### src/hw/spm_pkg.sv
// package: register map, mode codes and timing constants of the power mode controller
package spm_pkg;
	// apb register byte offsets
	localparam logic [7:0] SPM_ADDR_MODE    = 8'h00;
	localparam logic [7:0] SPM_ADDR_SLEEP   = 8'h04;
	localparam logic [7:0] SPM_ADDR_PORTPD  = 8'h08;
	localparam logic [7:0] SPM_ADDR_EEE     = 8'h0c;
	localparam logic [7:0] SPM_ADDR_STATUS  = 8'h10;
	// field positions
	localparam int SPM_MODE_LSB     = 3;
	localparam int SPM_MODE_MSB     = 4;
	localparam int SPM_PORTPD_BIT   = 3;
	localparam int SPM_EEE_LOCAL    = 0;
	localparam int SPM_EEE_PARTNER  = 1;
	localparam int SPM_EEE_REQ      = 2;
	// power mode codes
	localparam logic [1:0] SPM_MODE_NORMAL = 2'h0;
	localparam logic [1:0] SPM_MODE_ENERGY = 2'h1;
	localparam logic [1:0] SPM_MODE_SOFTPD = 2'h2;
	localparam logic [1:0] SPM_MODE_RSVD   = 2'h3;
	localparam logic [7:0] SPM_SLEEP_RST   = 8'h00;
	// timing
	localparam int SPM_CLK_MHZ       = 250;
	localparam int SPM_PULSE_NS      = 120;
	localparam int SPM_PULSE_CYC     = (SPM_PULSE_NS * SPM_CLK_MHZ + 999) / 1000;
	localparam int SPM_PERIOD_S      = 1;
	localparam int SPM_LF_HZ         = 32768;
	localparam int SPM_PERIOD_LF     = SPM_PERIOD_S * SPM_LF_HZ;
	localparam int SPM_WAKE_DLY_CYC  = 16;
	typedef enum logic [1:0] {SPM_ST_RUN, SPM_ST_ED_NORM, SPM_ST_ED_LOW, SPM_ST_SOFTPD} spm_state_t;
endpackage

### src/hw/spm_top.sv
// power mode controller: global modes, energy-detect sleep, soft power-down wake, port power-down and eee lpi
// Functional notes
// [RULE1] mode field: 00 normal, 01 energy, 10 softpd
// [RULE2] mode field resets to normal
// [RULE3] host changes mode by writing field
// [RULE4] low-power state: only energy detect stays on
// [RULE5] emit 120 ns pulse once per second
// [RULE6] sleep after no energy beyond timeout
// [RULE7] energy in low power returns to normal
// [RULE8] packets pass only in normal power state
// [RULE9] softpd stops clocks, phys and macs
// [RULE10] any host access wakes from softpd
// [RULE11] wake issues internal register reset
// [RULE12] per-port control bit powers down port
// [RULE13] mii control power-down bit also powers down
// [RULE14] lpi directions independent
// [RULE15] gate mac and switch clocks during lpi; the code gates only the mac clock, and only while both directions are in lpi
// [RULE16] switch requests lpi toward phy
// [RULE17] partner lpi shown to switch
// [RULE18] mac defers via carrier sense in lpi
// [RULE19] lpi transitions keep link and frames
// [RULE20] lpi request blocks mac, release delays transmit
// [RULE21] partner assert-idle raises flag, cleared otherwise
// [RULE22] lpi only when both ends advertised
// [RULE23] timers count always-on low-frequency ticks
// [RULE24] reserved mode write is ignored
`timescale 1ns/1ps
module spm_top
	import spm_pkg::*;
#(
	parameter int NPORTS   = 3,
	parameter int PERIOD_LF = SPM_PERIOD_LF
)(
	input  wire logic              clk,
	input  wire logic              sys_rst,
	input  wire logic              psel,
	input  wire logic              penable,
	input  wire logic              pwrite,
	input  wire logic [7:0]        paddr,
	input  wire logic [31:0]       pwdata,
	output logic      [31:0]       prdata,
	output logic                   pready,
	output logic                   pslverr,
	input  wire logic              lf_tick,
	input  wire logic              energy_in,
	input  wire logic [NPORTS-1:0] mii_pd_bit,
	input  wire logic              switch_lpi_req,
	input  wire logic              rx_assert_lpi,
	output logic                   pll_clk_en,
	output logic                   mac_en,
	output logic                   host_if_en,
	output logic                   phy_en,
	output logic                   phy_rx_ed_only,
	output logic                   pkt_en,
	output logic                   line_pulse,
	output logic                   soft_rst,
	output logic [NPORTS-1:0]      port_pd,
	output logic                   tx_assert_lpi,
	output logic                   mac_tx_allow,
	output logic                   mac_crs_defer,
	output logic                   mac_clk_gate,
	output logic                   partner_idle_flag
);
	import spm_pkg::*;

	typedef struct packed {
		logic [1:0]        mode;
		logic [7:0]        sleep_to;
		logic [NPORTS-1:0] pd;
		logic              eee_local;
		logic              eee_partner;
		logic              lpi_req;
		spm_state_t        st;
		logic [7:0]        idle_ticks;
		logic [31:0]       lf_cnt;
		logic [7:0]        pulse_cnt;
		logic [7:0]        wake_cnt;
		logic              tx_lpi;
		logic              tx_allow;
		logic              pidle;
		logic              srst;
		logic              tick_d;
		logic [1:0]        tick_s;
		logic [1:0]        energy_s;
		logic [1:0]        rxlpi_s;
		logic [31:0]       rdata;
	} spm_regs_t;

	spm_regs_t s_reg;
	spm_regs_t s_next;

	logic acc;
	logic wr;
	logic tick_rise;
	logic eee_ok;

	assign acc       = psel && penable;
	assign wr        = acc && pwrite;
	assign tick_rise = s_reg.tick_s[1] && !s_reg.tick_d;
	assign eee_ok    = s_reg.eee_local && s_reg.eee_partner;

	always_comb
	begin
		s_next = s_reg;
		s_next.srst = 1'b0;
		// slow tick, cable energy and partner idle come from other domains: two flops each
		s_next.tick_s   = {s_reg.tick_s[0], lf_tick};
		s_next.tick_d   = s_reg.tick_s[1];
		s_next.energy_s = {s_reg.energy_s[0], energy_in};
		s_next.rxlpi_s  = {s_reg.rxlpi_s[0], rx_assert_lpi};

		// register writes; none in soft power-down, where the setup phase of an access wakes the block
		if (wr && s_reg.st != SPM_ST_SOFTPD)
		begin
			unique case (paddr)
				SPM_ADDR_MODE:
				begin
					if (pwdata[SPM_MODE_MSB:SPM_MODE_LSB] != SPM_MODE_RSVD) // [RULE24]
						s_next.mode = pwdata[SPM_MODE_MSB:SPM_MODE_LSB]; // [RULE3]
				end
				SPM_ADDR_SLEEP:
				begin
					s_next.sleep_to = pwdata[7:0];
				end
				SPM_ADDR_PORTPD:
				begin
					s_next.pd = pwdata[SPM_PORTPD_BIT +: NPORTS]; // [RULE12]
				end
				SPM_ADDR_EEE:
				begin
					s_next.eee_local   = pwdata[SPM_EEE_LOCAL];
					s_next.eee_partner = pwdata[SPM_EEE_PARTNER];
				end
				default: ;
			endcase
		end

		// read word is latched in the setup cycle so it stands through the access phase
		s_next.rdata = 32'h0;
		unique case (paddr)
			SPM_ADDR_MODE:
			begin
				s_next.rdata[SPM_MODE_MSB:SPM_MODE_LSB] = s_reg.mode;
			end
			SPM_ADDR_SLEEP:
			begin
				s_next.rdata[7:0] = s_reg.sleep_to;
			end
			SPM_ADDR_PORTPD:
			begin
				s_next.rdata[SPM_PORTPD_BIT +: NPORTS] = s_reg.pd;
			end
			SPM_ADDR_EEE:
			begin
				s_next.rdata[SPM_EEE_LOCAL]   = s_reg.eee_local;
				s_next.rdata[SPM_EEE_PARTNER] = s_reg.eee_partner;
				s_next.rdata[SPM_EEE_REQ]     = s_reg.tx_lpi;
			end
			SPM_ADDR_STATUS:
			begin
				s_next.rdata[1:0] = s_reg.st;
				s_next.rdata[2]   = s_reg.pidle;
				s_next.rdata[3]   = s_reg.tx_allow;
			end
			default: ;
		endcase

		// always-on low-frequency timers; they keep counting while pll clocks are stopped
		if (tick_rise) // [RULE23]
		begin
			s_next.lf_cnt = (s_reg.lf_cnt >= 32'(PERIOD_LF - 1)) ? 32'h0 : s_reg.lf_cnt + 32'h1;
		end
		// one line pulse per period, started only in the low-power state
		if (s_reg.st == SPM_ST_ED_LOW && tick_rise && s_reg.lf_cnt == 32'h0)
		begin
			s_next.pulse_cnt = 8'(SPM_PULSE_CYC); // [RULE5]
		end
		else if (s_reg.pulse_cnt != 8'h0)
		begin
			s_next.pulse_cnt = s_reg.pulse_cnt - 8'h1;
		end

		// power state machine
		unique case (s_reg.st)
			SPM_ST_RUN:
			begin
				if (s_reg.mode == SPM_MODE_ENERGY) // [RULE1]
				begin
					s_next.st = SPM_ST_ED_NORM;
					s_next.idle_ticks = 8'h0;
				end
				else if (s_reg.mode == SPM_MODE_SOFTPD)
				begin
					s_next.st = SPM_ST_SOFTPD; // [RULE9]
				end
			end
			SPM_ST_ED_NORM:
			begin
				// a mode change away from energy detect only acts in the normal power state
				if (s_reg.mode != SPM_MODE_ENERGY)
				begin
					s_next.st = SPM_ST_RUN;
				end
				else if (s_reg.energy_s[1])
				begin
					s_next.idle_ticks = 8'h0;
				end
				else if (tick_rise)
				begin
					if (s_reg.idle_ticks >= s_reg.sleep_to)
					begin
						s_next.st = SPM_ST_ED_LOW; // [RULE6]
					end
					else
					begin
						s_next.idle_ticks = s_reg.idle_ticks + 8'h1;
					end
				end
			end
			SPM_ST_ED_LOW:
			begin
				if (s_reg.energy_s[1]) // [RULE7]
				begin
					s_next.st = SPM_ST_ED_NORM;
					s_next.idle_ticks = 8'h0;
				end
			end
			SPM_ST_SOFTPD:
			begin
				// a waking write still lands after the reset; a waking read returns zero
				if (psel) // [RULE10]
				begin
					s_next = '0;
					s_next.st = SPM_ST_RUN;
					s_next.srst = 1'b1; // [RULE11]
				end
			end
		endcase

		// eee low-power idle, transmit side
		// release keeps transmit off for a fixed wake delay so the partner can resume
		s_next.lpi_req = switch_lpi_req && eee_ok; // [RULE22]
		if (s_reg.lpi_req && s_reg.st != SPM_ST_SOFTPD)
		begin
			s_next.tx_lpi   = 1'b1; // [RULE16]
			s_next.tx_allow = 1'b0; // [RULE20]
			s_next.wake_cnt = 8'(SPM_WAKE_DLY_CYC);
		end
		else
		begin
			s_next.tx_lpi = 1'b0;
			if (s_reg.wake_cnt != 8'h0)
			begin
				s_next.wake_cnt = s_reg.wake_cnt - 8'h1;
			end
			s_next.tx_allow = (s_reg.wake_cnt <= 8'h1); // [RULE19]
		end

		// receive side, independent of transmit
		s_next.pidle = s_reg.rxlpi_s[1] && eee_ok; // [RULE14] [RULE21]
	end

	always_ff @(posedge clk)
	begin
		if (sys_rst)
		begin
			s_reg.mode        <= SPM_MODE_NORMAL; // [RULE2]
			s_reg.sleep_to    <= SPM_SLEEP_RST;
			s_reg.pd          <= '0;
			s_reg.eee_local   <= 1'b0;
			s_reg.eee_partner <= 1'b0;
			s_reg.lpi_req     <= 1'b0;
			s_reg.st          <= SPM_ST_RUN;
			s_reg.idle_ticks  <= '0;
			s_reg.lf_cnt      <= '0;
			s_reg.pulse_cnt   <= '0;
			s_reg.wake_cnt    <= '0;
			s_reg.tx_lpi      <= 1'b0;
			// no idle pending out of reset, so the mac may transmit at once
			s_reg.tx_allow    <= 1'b1;
			s_reg.pidle       <= 1'b0;
			s_reg.srst        <= 1'b0;
			s_reg.tick_d      <= 1'b0;
			s_reg.tick_s      <= '0;
			s_reg.energy_s    <= '0;
			s_reg.rxlpi_s     <= '0;
			s_reg.rdata       <= '0;
		end
		else
			s_reg <= s_next;
	end

	// apb: zero wait state; unmapped reads return zero
	assign pready  = 1'b1;
	assign pslverr = 1'b0;
	assign prdata  = s_reg.rdata;

	// block enables per power state
	always_comb
	begin
		pll_clk_en     = 1'b0;
		mac_en         = 1'b0;
		host_if_en     = 1'b0;
		phy_en         = 1'b0;
		phy_rx_ed_only = 1'b0;
		pkt_en         = 1'b0;
		unique case (s_reg.st)
			SPM_ST_RUN:
			begin
				pll_clk_en = 1'b1;
				mac_en     = 1'b1;
				host_if_en = 1'b1;
				phy_en     = 1'b1;
				pkt_en     = 1'b1;
			end
			SPM_ST_ED_NORM:
			begin
				pll_clk_en = 1'b1;
				mac_en     = 1'b1;
				host_if_en = 1'b1;
				phy_en     = 1'b1;
				pkt_en     = 1'b1; // [RULE8]
			end
			SPM_ST_ED_LOW:
			begin
				phy_rx_ed_only = 1'b1; // [RULE4]
			end
			SPM_ST_SOFTPD:
			begin
				phy_rx_ed_only = 1'b0; // [RULE9]
			end
		endcase
	end

	assign line_pulse        = (s_reg.pulse_cnt != 8'h0);
	assign soft_rst          = s_reg.srst;
	// per-port power-down: either control source turns the port off
	for (genvar p = 0; p < NPORTS; p++)
	begin : g_port_pd
		assign port_pd[p] = s_reg.pd[p] || mii_pd_bit[p]; // [RULE13]
	end
	assign tx_assert_lpi     = s_reg.tx_lpi;
	assign mac_tx_allow      = s_reg.tx_allow;
	assign mac_crs_defer     = s_reg.tx_lpi || !s_reg.tx_allow; // [RULE18]
	assign mac_clk_gate      = s_reg.tx_lpi && s_reg.pidle; // [RULE15]
	assign partner_idle_flag = s_reg.pidle; // [RULE17]
endmodule

### config.mk
export PLATFORM = sky130hd
export DESIGN_NAME = spm_top
export DESIGN_NICKNAME = d
export VERILOG_FILES = /design/src/hw/spm_pkg.sv /design/src/hw/spm_top.sv
export SDC_FILE = /design/constraint.sdc
export NUM_CORES = 1
export LEC_CHECK = 0
export ABC_AREA = 1
export BUFFER_PORTS_ARGS = -buffer_cell sky130_fd_sc_hd__buf_2
export CAP_MARGIN = 0
export CORE_MARGIN = 2
export CORE_UTILIZATION = 50
export CTS_CLUSTER_SIZE = 14
export DETAILED_ROUTE_END_ITERATION = 12
export PLACE_DENSITY = 0.83
export SETUP_SLACK_MARGIN = 0.5
export SLEW_MARGIN = 20
export SYNTH_ARGS = -nofsm -noshare
export SYNTH_HDL_FRONTEND = slang
export SYNTH_SLANG_ARGS = --single-unit
### constraint.sdc
create_clock -name clk -period 3.3 [get_ports clk]
set_input_delay 0.66 -clock clk [delete_from_list [all_inputs] [get_ports clk]]
set_output_delay 0.66 -clock clk [all_outputs]
set_load 0.1 [all_outputs]
==> results.md <==
| Stage | Result | Reported |
|:---|:---|:---|
| placed design | Input/output buffers | 51 |
| floorplan | Num rows | 35 |
| final layout | Share of cells above drive strength 1 | 0.187 |
| yosys | Register bit count reported by yosys | 93 |
| floorplan | IO Pins | 102 |
| clocking | Number of buffers added by the clock tree synthesis step | 9 |
| placed design | Final HPWL DP | 7270 microns |
| yosys | Synth async-reset ratio | 0 |
| route | Pre-antenna DRT Iters | 6 |
| yosys | Post-Syn Instances | 637 |
| route | Drt drc | 0 |
| timing | Endpoints failing hold | 0 |
| timing | Worst slew margin relative to its limit | 0.653 |
| clocking | Clock sinks | 93 |
| floorplan | Y dimension of the die | 102 microns |
| yosys | Synthesized area per cell | 7.51 sq um |
| clocking | Hold buffers post-CTS | 0 |
| worst hold path | Path class of the lowest-slack min-delay path | reg2reg |
| grt | Maximum number of pins on one net before global-route repair | 27 |
| route | Antenna viol nets, final | 0 |
| yosys | Most area-hungry cell type in the Yosys netlist | sky130_fd_sc_hd__dfxtp_1 |
| critical path | Worst Path Arrival | 1.91 ns |
| grt | Global-route wire length before repair | 16,100 microns |
| clocking | Cell at the root of the clock tree | sky130_fd_sc_hd__clkbuf_8 |
| critical path | Worst-path cell chain | inv_1 > ha_1 > nand2_1 > nor3_2 > nand3_1 > buf_2 |
| critical path | Gate family responsible for the most delay along the worst path | simple AND/OR/NAND/NOR gates |
| critical path | Count of buffering cells on the critical path with inverters included | 2 |
| clocking | Clock H-tree levels | 3 |
| route | Via count of the routed design | 4,035 |
| yosys | Dominant cells by area after synthesis | sky130_fd_sc_hd__dfxtp_1 39%, sky130_fd_sc_hd__nand2_1 8.7%, sky130_fd_sc_hd__buf_4 6.3% |
| power and ir drop | Total power density per cell area | 683 mW/mm^2 |
| clocking | Number of buffers inserted to repair setup after CTS | 0 |
| timing | Unrepaired setup endpoints after global routing | false |
| final layout | Multi-input gate area | 0.00230 sq mm |
| floorplan | Floorplan die area | 0.0104 sq mm |
| power and ir drop | Worst vdd ir | 0.000358 V |
| final layout | Largest register FFs | 81 |
| final layout | Area growth from synthesis to layout | 8.50% |
| grt | Global-route congestion overflow total | 0 |
| critical path | Kind of critical path | reg2out |
| critical path | Kind of start point of the critical path | flop |
| timing | Sum of negative setup slack | 0 ns |
| floorplan | Die extent in x | 102 microns |
| placed design | Routability-driven placement congestion ratio | 0.924 |
| clocking | Number of instances resized during post-cts repair | 0 |
| critical path | Critical path fanouts, max | 4 |
| yosys | Fraction of post-synthesis cell area in the top cell type by area | 0.389 |
| timing | Tcrit/Tclk final | 0.778 |
| route | First-iteration detailed-routing DRC count | 198 |
| yosys | Most frequently used cell type in the post-synthesis netlist | sky130_fd_sc_hd__nand2_1 |
| route | Routed WL | 9710 microns |
| route | Detailed-route vias per instance | 5.00 |
| yosys | Sequential-to-total area share from yosys stat | 0.389 |
| timing | Final-report setup violation count | 0 |
| final layout | Filler Cells Inserted | 855 |
| critical path | WP data required | 2.64 ns |
| floorplan | Core region area | 0.00928 sq mm |
| run status | Result of the run | complete, no violations |
| power and ir drop | LEAKAGE | 2.35 nW |
| clocking | Clock slew at reported path FFs | 0.09 ns |
| timing | F_max | 389 MHz |
| critical path | Critical Path Sink Type | output port |
| grt | Initial antenna violation count | 0 |
| yosys | Count of flip-flops with a built-in enable after synthesis | 0 |
| yosys | Post-Synthesis Cell Area | 0.00479 sq mm |
| timing | Pin slew with the least headroom to its limit | 0.520 ns |
| job | MaxCap Viol Count | 0 |
| critical path | Worst-path cell with the longest stage delay | sky130_fd_sc_hd__buf_2 |
| clocking | Insertion delay to the later sink of the worst-skew pair | 0.37 ns |
| critical path | Critical path's largest stage delay | 0.35 ns |
| yosys | Top_reg_cell synth | sky130_fd_sc_hd__dfxtp_1 |
| final layout | NumNets Final | 740 |
| timing | Time the final worst path needs with I/O delays and setup | 2.57 ns |
| timing | Final-report max-slew violation count | 0 |
| grt | Vias in the first global route | 3,826 |
| yosys | Ys Warns | 0 |
| clocking | Clock tree from TritonCTS | done |
| timing | Max Clock Skew | 0.00776 ns |
| grt | All-Layer GR Usage | 0.192 |
| clocking | Max Buffers Root-to-Sink | 2 |
| floorplan | Starting Density | 0.515 |
| final layout | Ant. Diodes | 0 |
| yosys | Ranking of synthesized cells by instance count | 111 x sky130_fd_sc_hd__nand2_1, 93 x sky130_fd_sc_hd__dfxtp_1, 75 x sky130_fd_sc_hd__inv_1 |
| route | Routed wire length per instance | 12.0 microns |
| final layout | Sequential cell area in the final layout | 0.00186 sq mm |
| yosys | Yosys cell types | 49 |
| timing | WHS | 0.411 ns |
==> per-stage QoR <==
stage	area (sq um)	power (mW)	util	cells	worst slack, ns
finish	5190	3.55	0.559	807	0.732
global route	5190	3.73	0.559	807	0.642
CTS	5190	3.56	0.559	807	0.714
detailed placement	4950	2.64	0.533	791	1.05
global placement	4950	2.60	0.533	791	1.14
floorplan	4880	2.49	-	661	0.875
==> kinds of logic after synthesis <==
kind of cell	after synthesis	synth area share
buffers and inverters	146	0.149
XOR/XNOR	13	0.0238
adder cells (fa/ha/maj)	15	0.0392
flip-flops	93	0.389
other	2	0.00157
AO/OA/AOI/OAI	88	0.120
AND/OR/NAND/NOR	280	0.277
==> worst paths after layout <==
kind | endpoint | slack, ns | from | cells after the start
max | line_pulse | 0.73 | s_reg[51] | 6
min | s_reg[33] | 0.41 | s_reg[32] | 2
max reg2reg | s_reg[98] | 1.45 | s_reg[112] | 10
min reg2reg | s_reg[33] | 0.41 | s_reg[32] | 2
==> layout by cell type, fill, tap and decap left out, types with 14 or more instances in the layout <==
cell                       synthesis  final
sky130_fd_sc_hd__a21oi_1          31     31
sky130_fd_sc_hd__dfxtp_1          93     93
sky130_fd_sc_hd__inv_1            75     75
sky130_fd_sc_hd__conb_1            2     26
sky130_fd_sc_hd__a211oi_1         14     14
sky130_fd_sc_hd__nand2_1         111    111
sky130_fd_sc_hd__nor3_1           21     21
sky130_fd_sc_hd__ha_1             15     15
sky130_fd_sc_hd__inv_2            19     19
sky130_fd_sc_hd__buf_2             3     51
sky130_fd_sc_hd__nand3_1          27     27
sky130_fd_sc_hd__nor2_1           73     73
==> report_power, final <==
part	total, mW	switching, mW	leakage, nW	internal (mW)
sequential	1.31	0.0841	0.755	1.22
clock	0.911	0.406	0.112	0.505
combinational	1.33	1.04	1.49	0.286
total	3.55	1.53	2.35	2.02
==> worst reg2reg max path: cells and delay by family (launching register included) <==
kind / cells / cell delay (ns)
and+or+nand+nor: 7 / 0.89
DFF: 1 / 0.38
adders and majority gates: 1 / 0.28
AOI/OAI and AO/OA: 1 / 0.15
buffers and inverters: 1 / 0.06
==> metal layers <==
metal  part of all wire  GRT usage
met1               0.42      0.214
met2               0.50      0.348
met3              0.062     0.0520
met4              0.019     0.0738
met5                  0          0
==> area by class of cell <==
class,instances,area share
inverters,95,0.0692
well taps,129,0.0311
clock inverters,7,0.0234
multi-input cells,422,0.443
flip-flops and latches,93,0.359
clock buffers,9,0.0239
repair buffers,52,0.0506
Note: power is estimated with default switching activity, not from simulation.
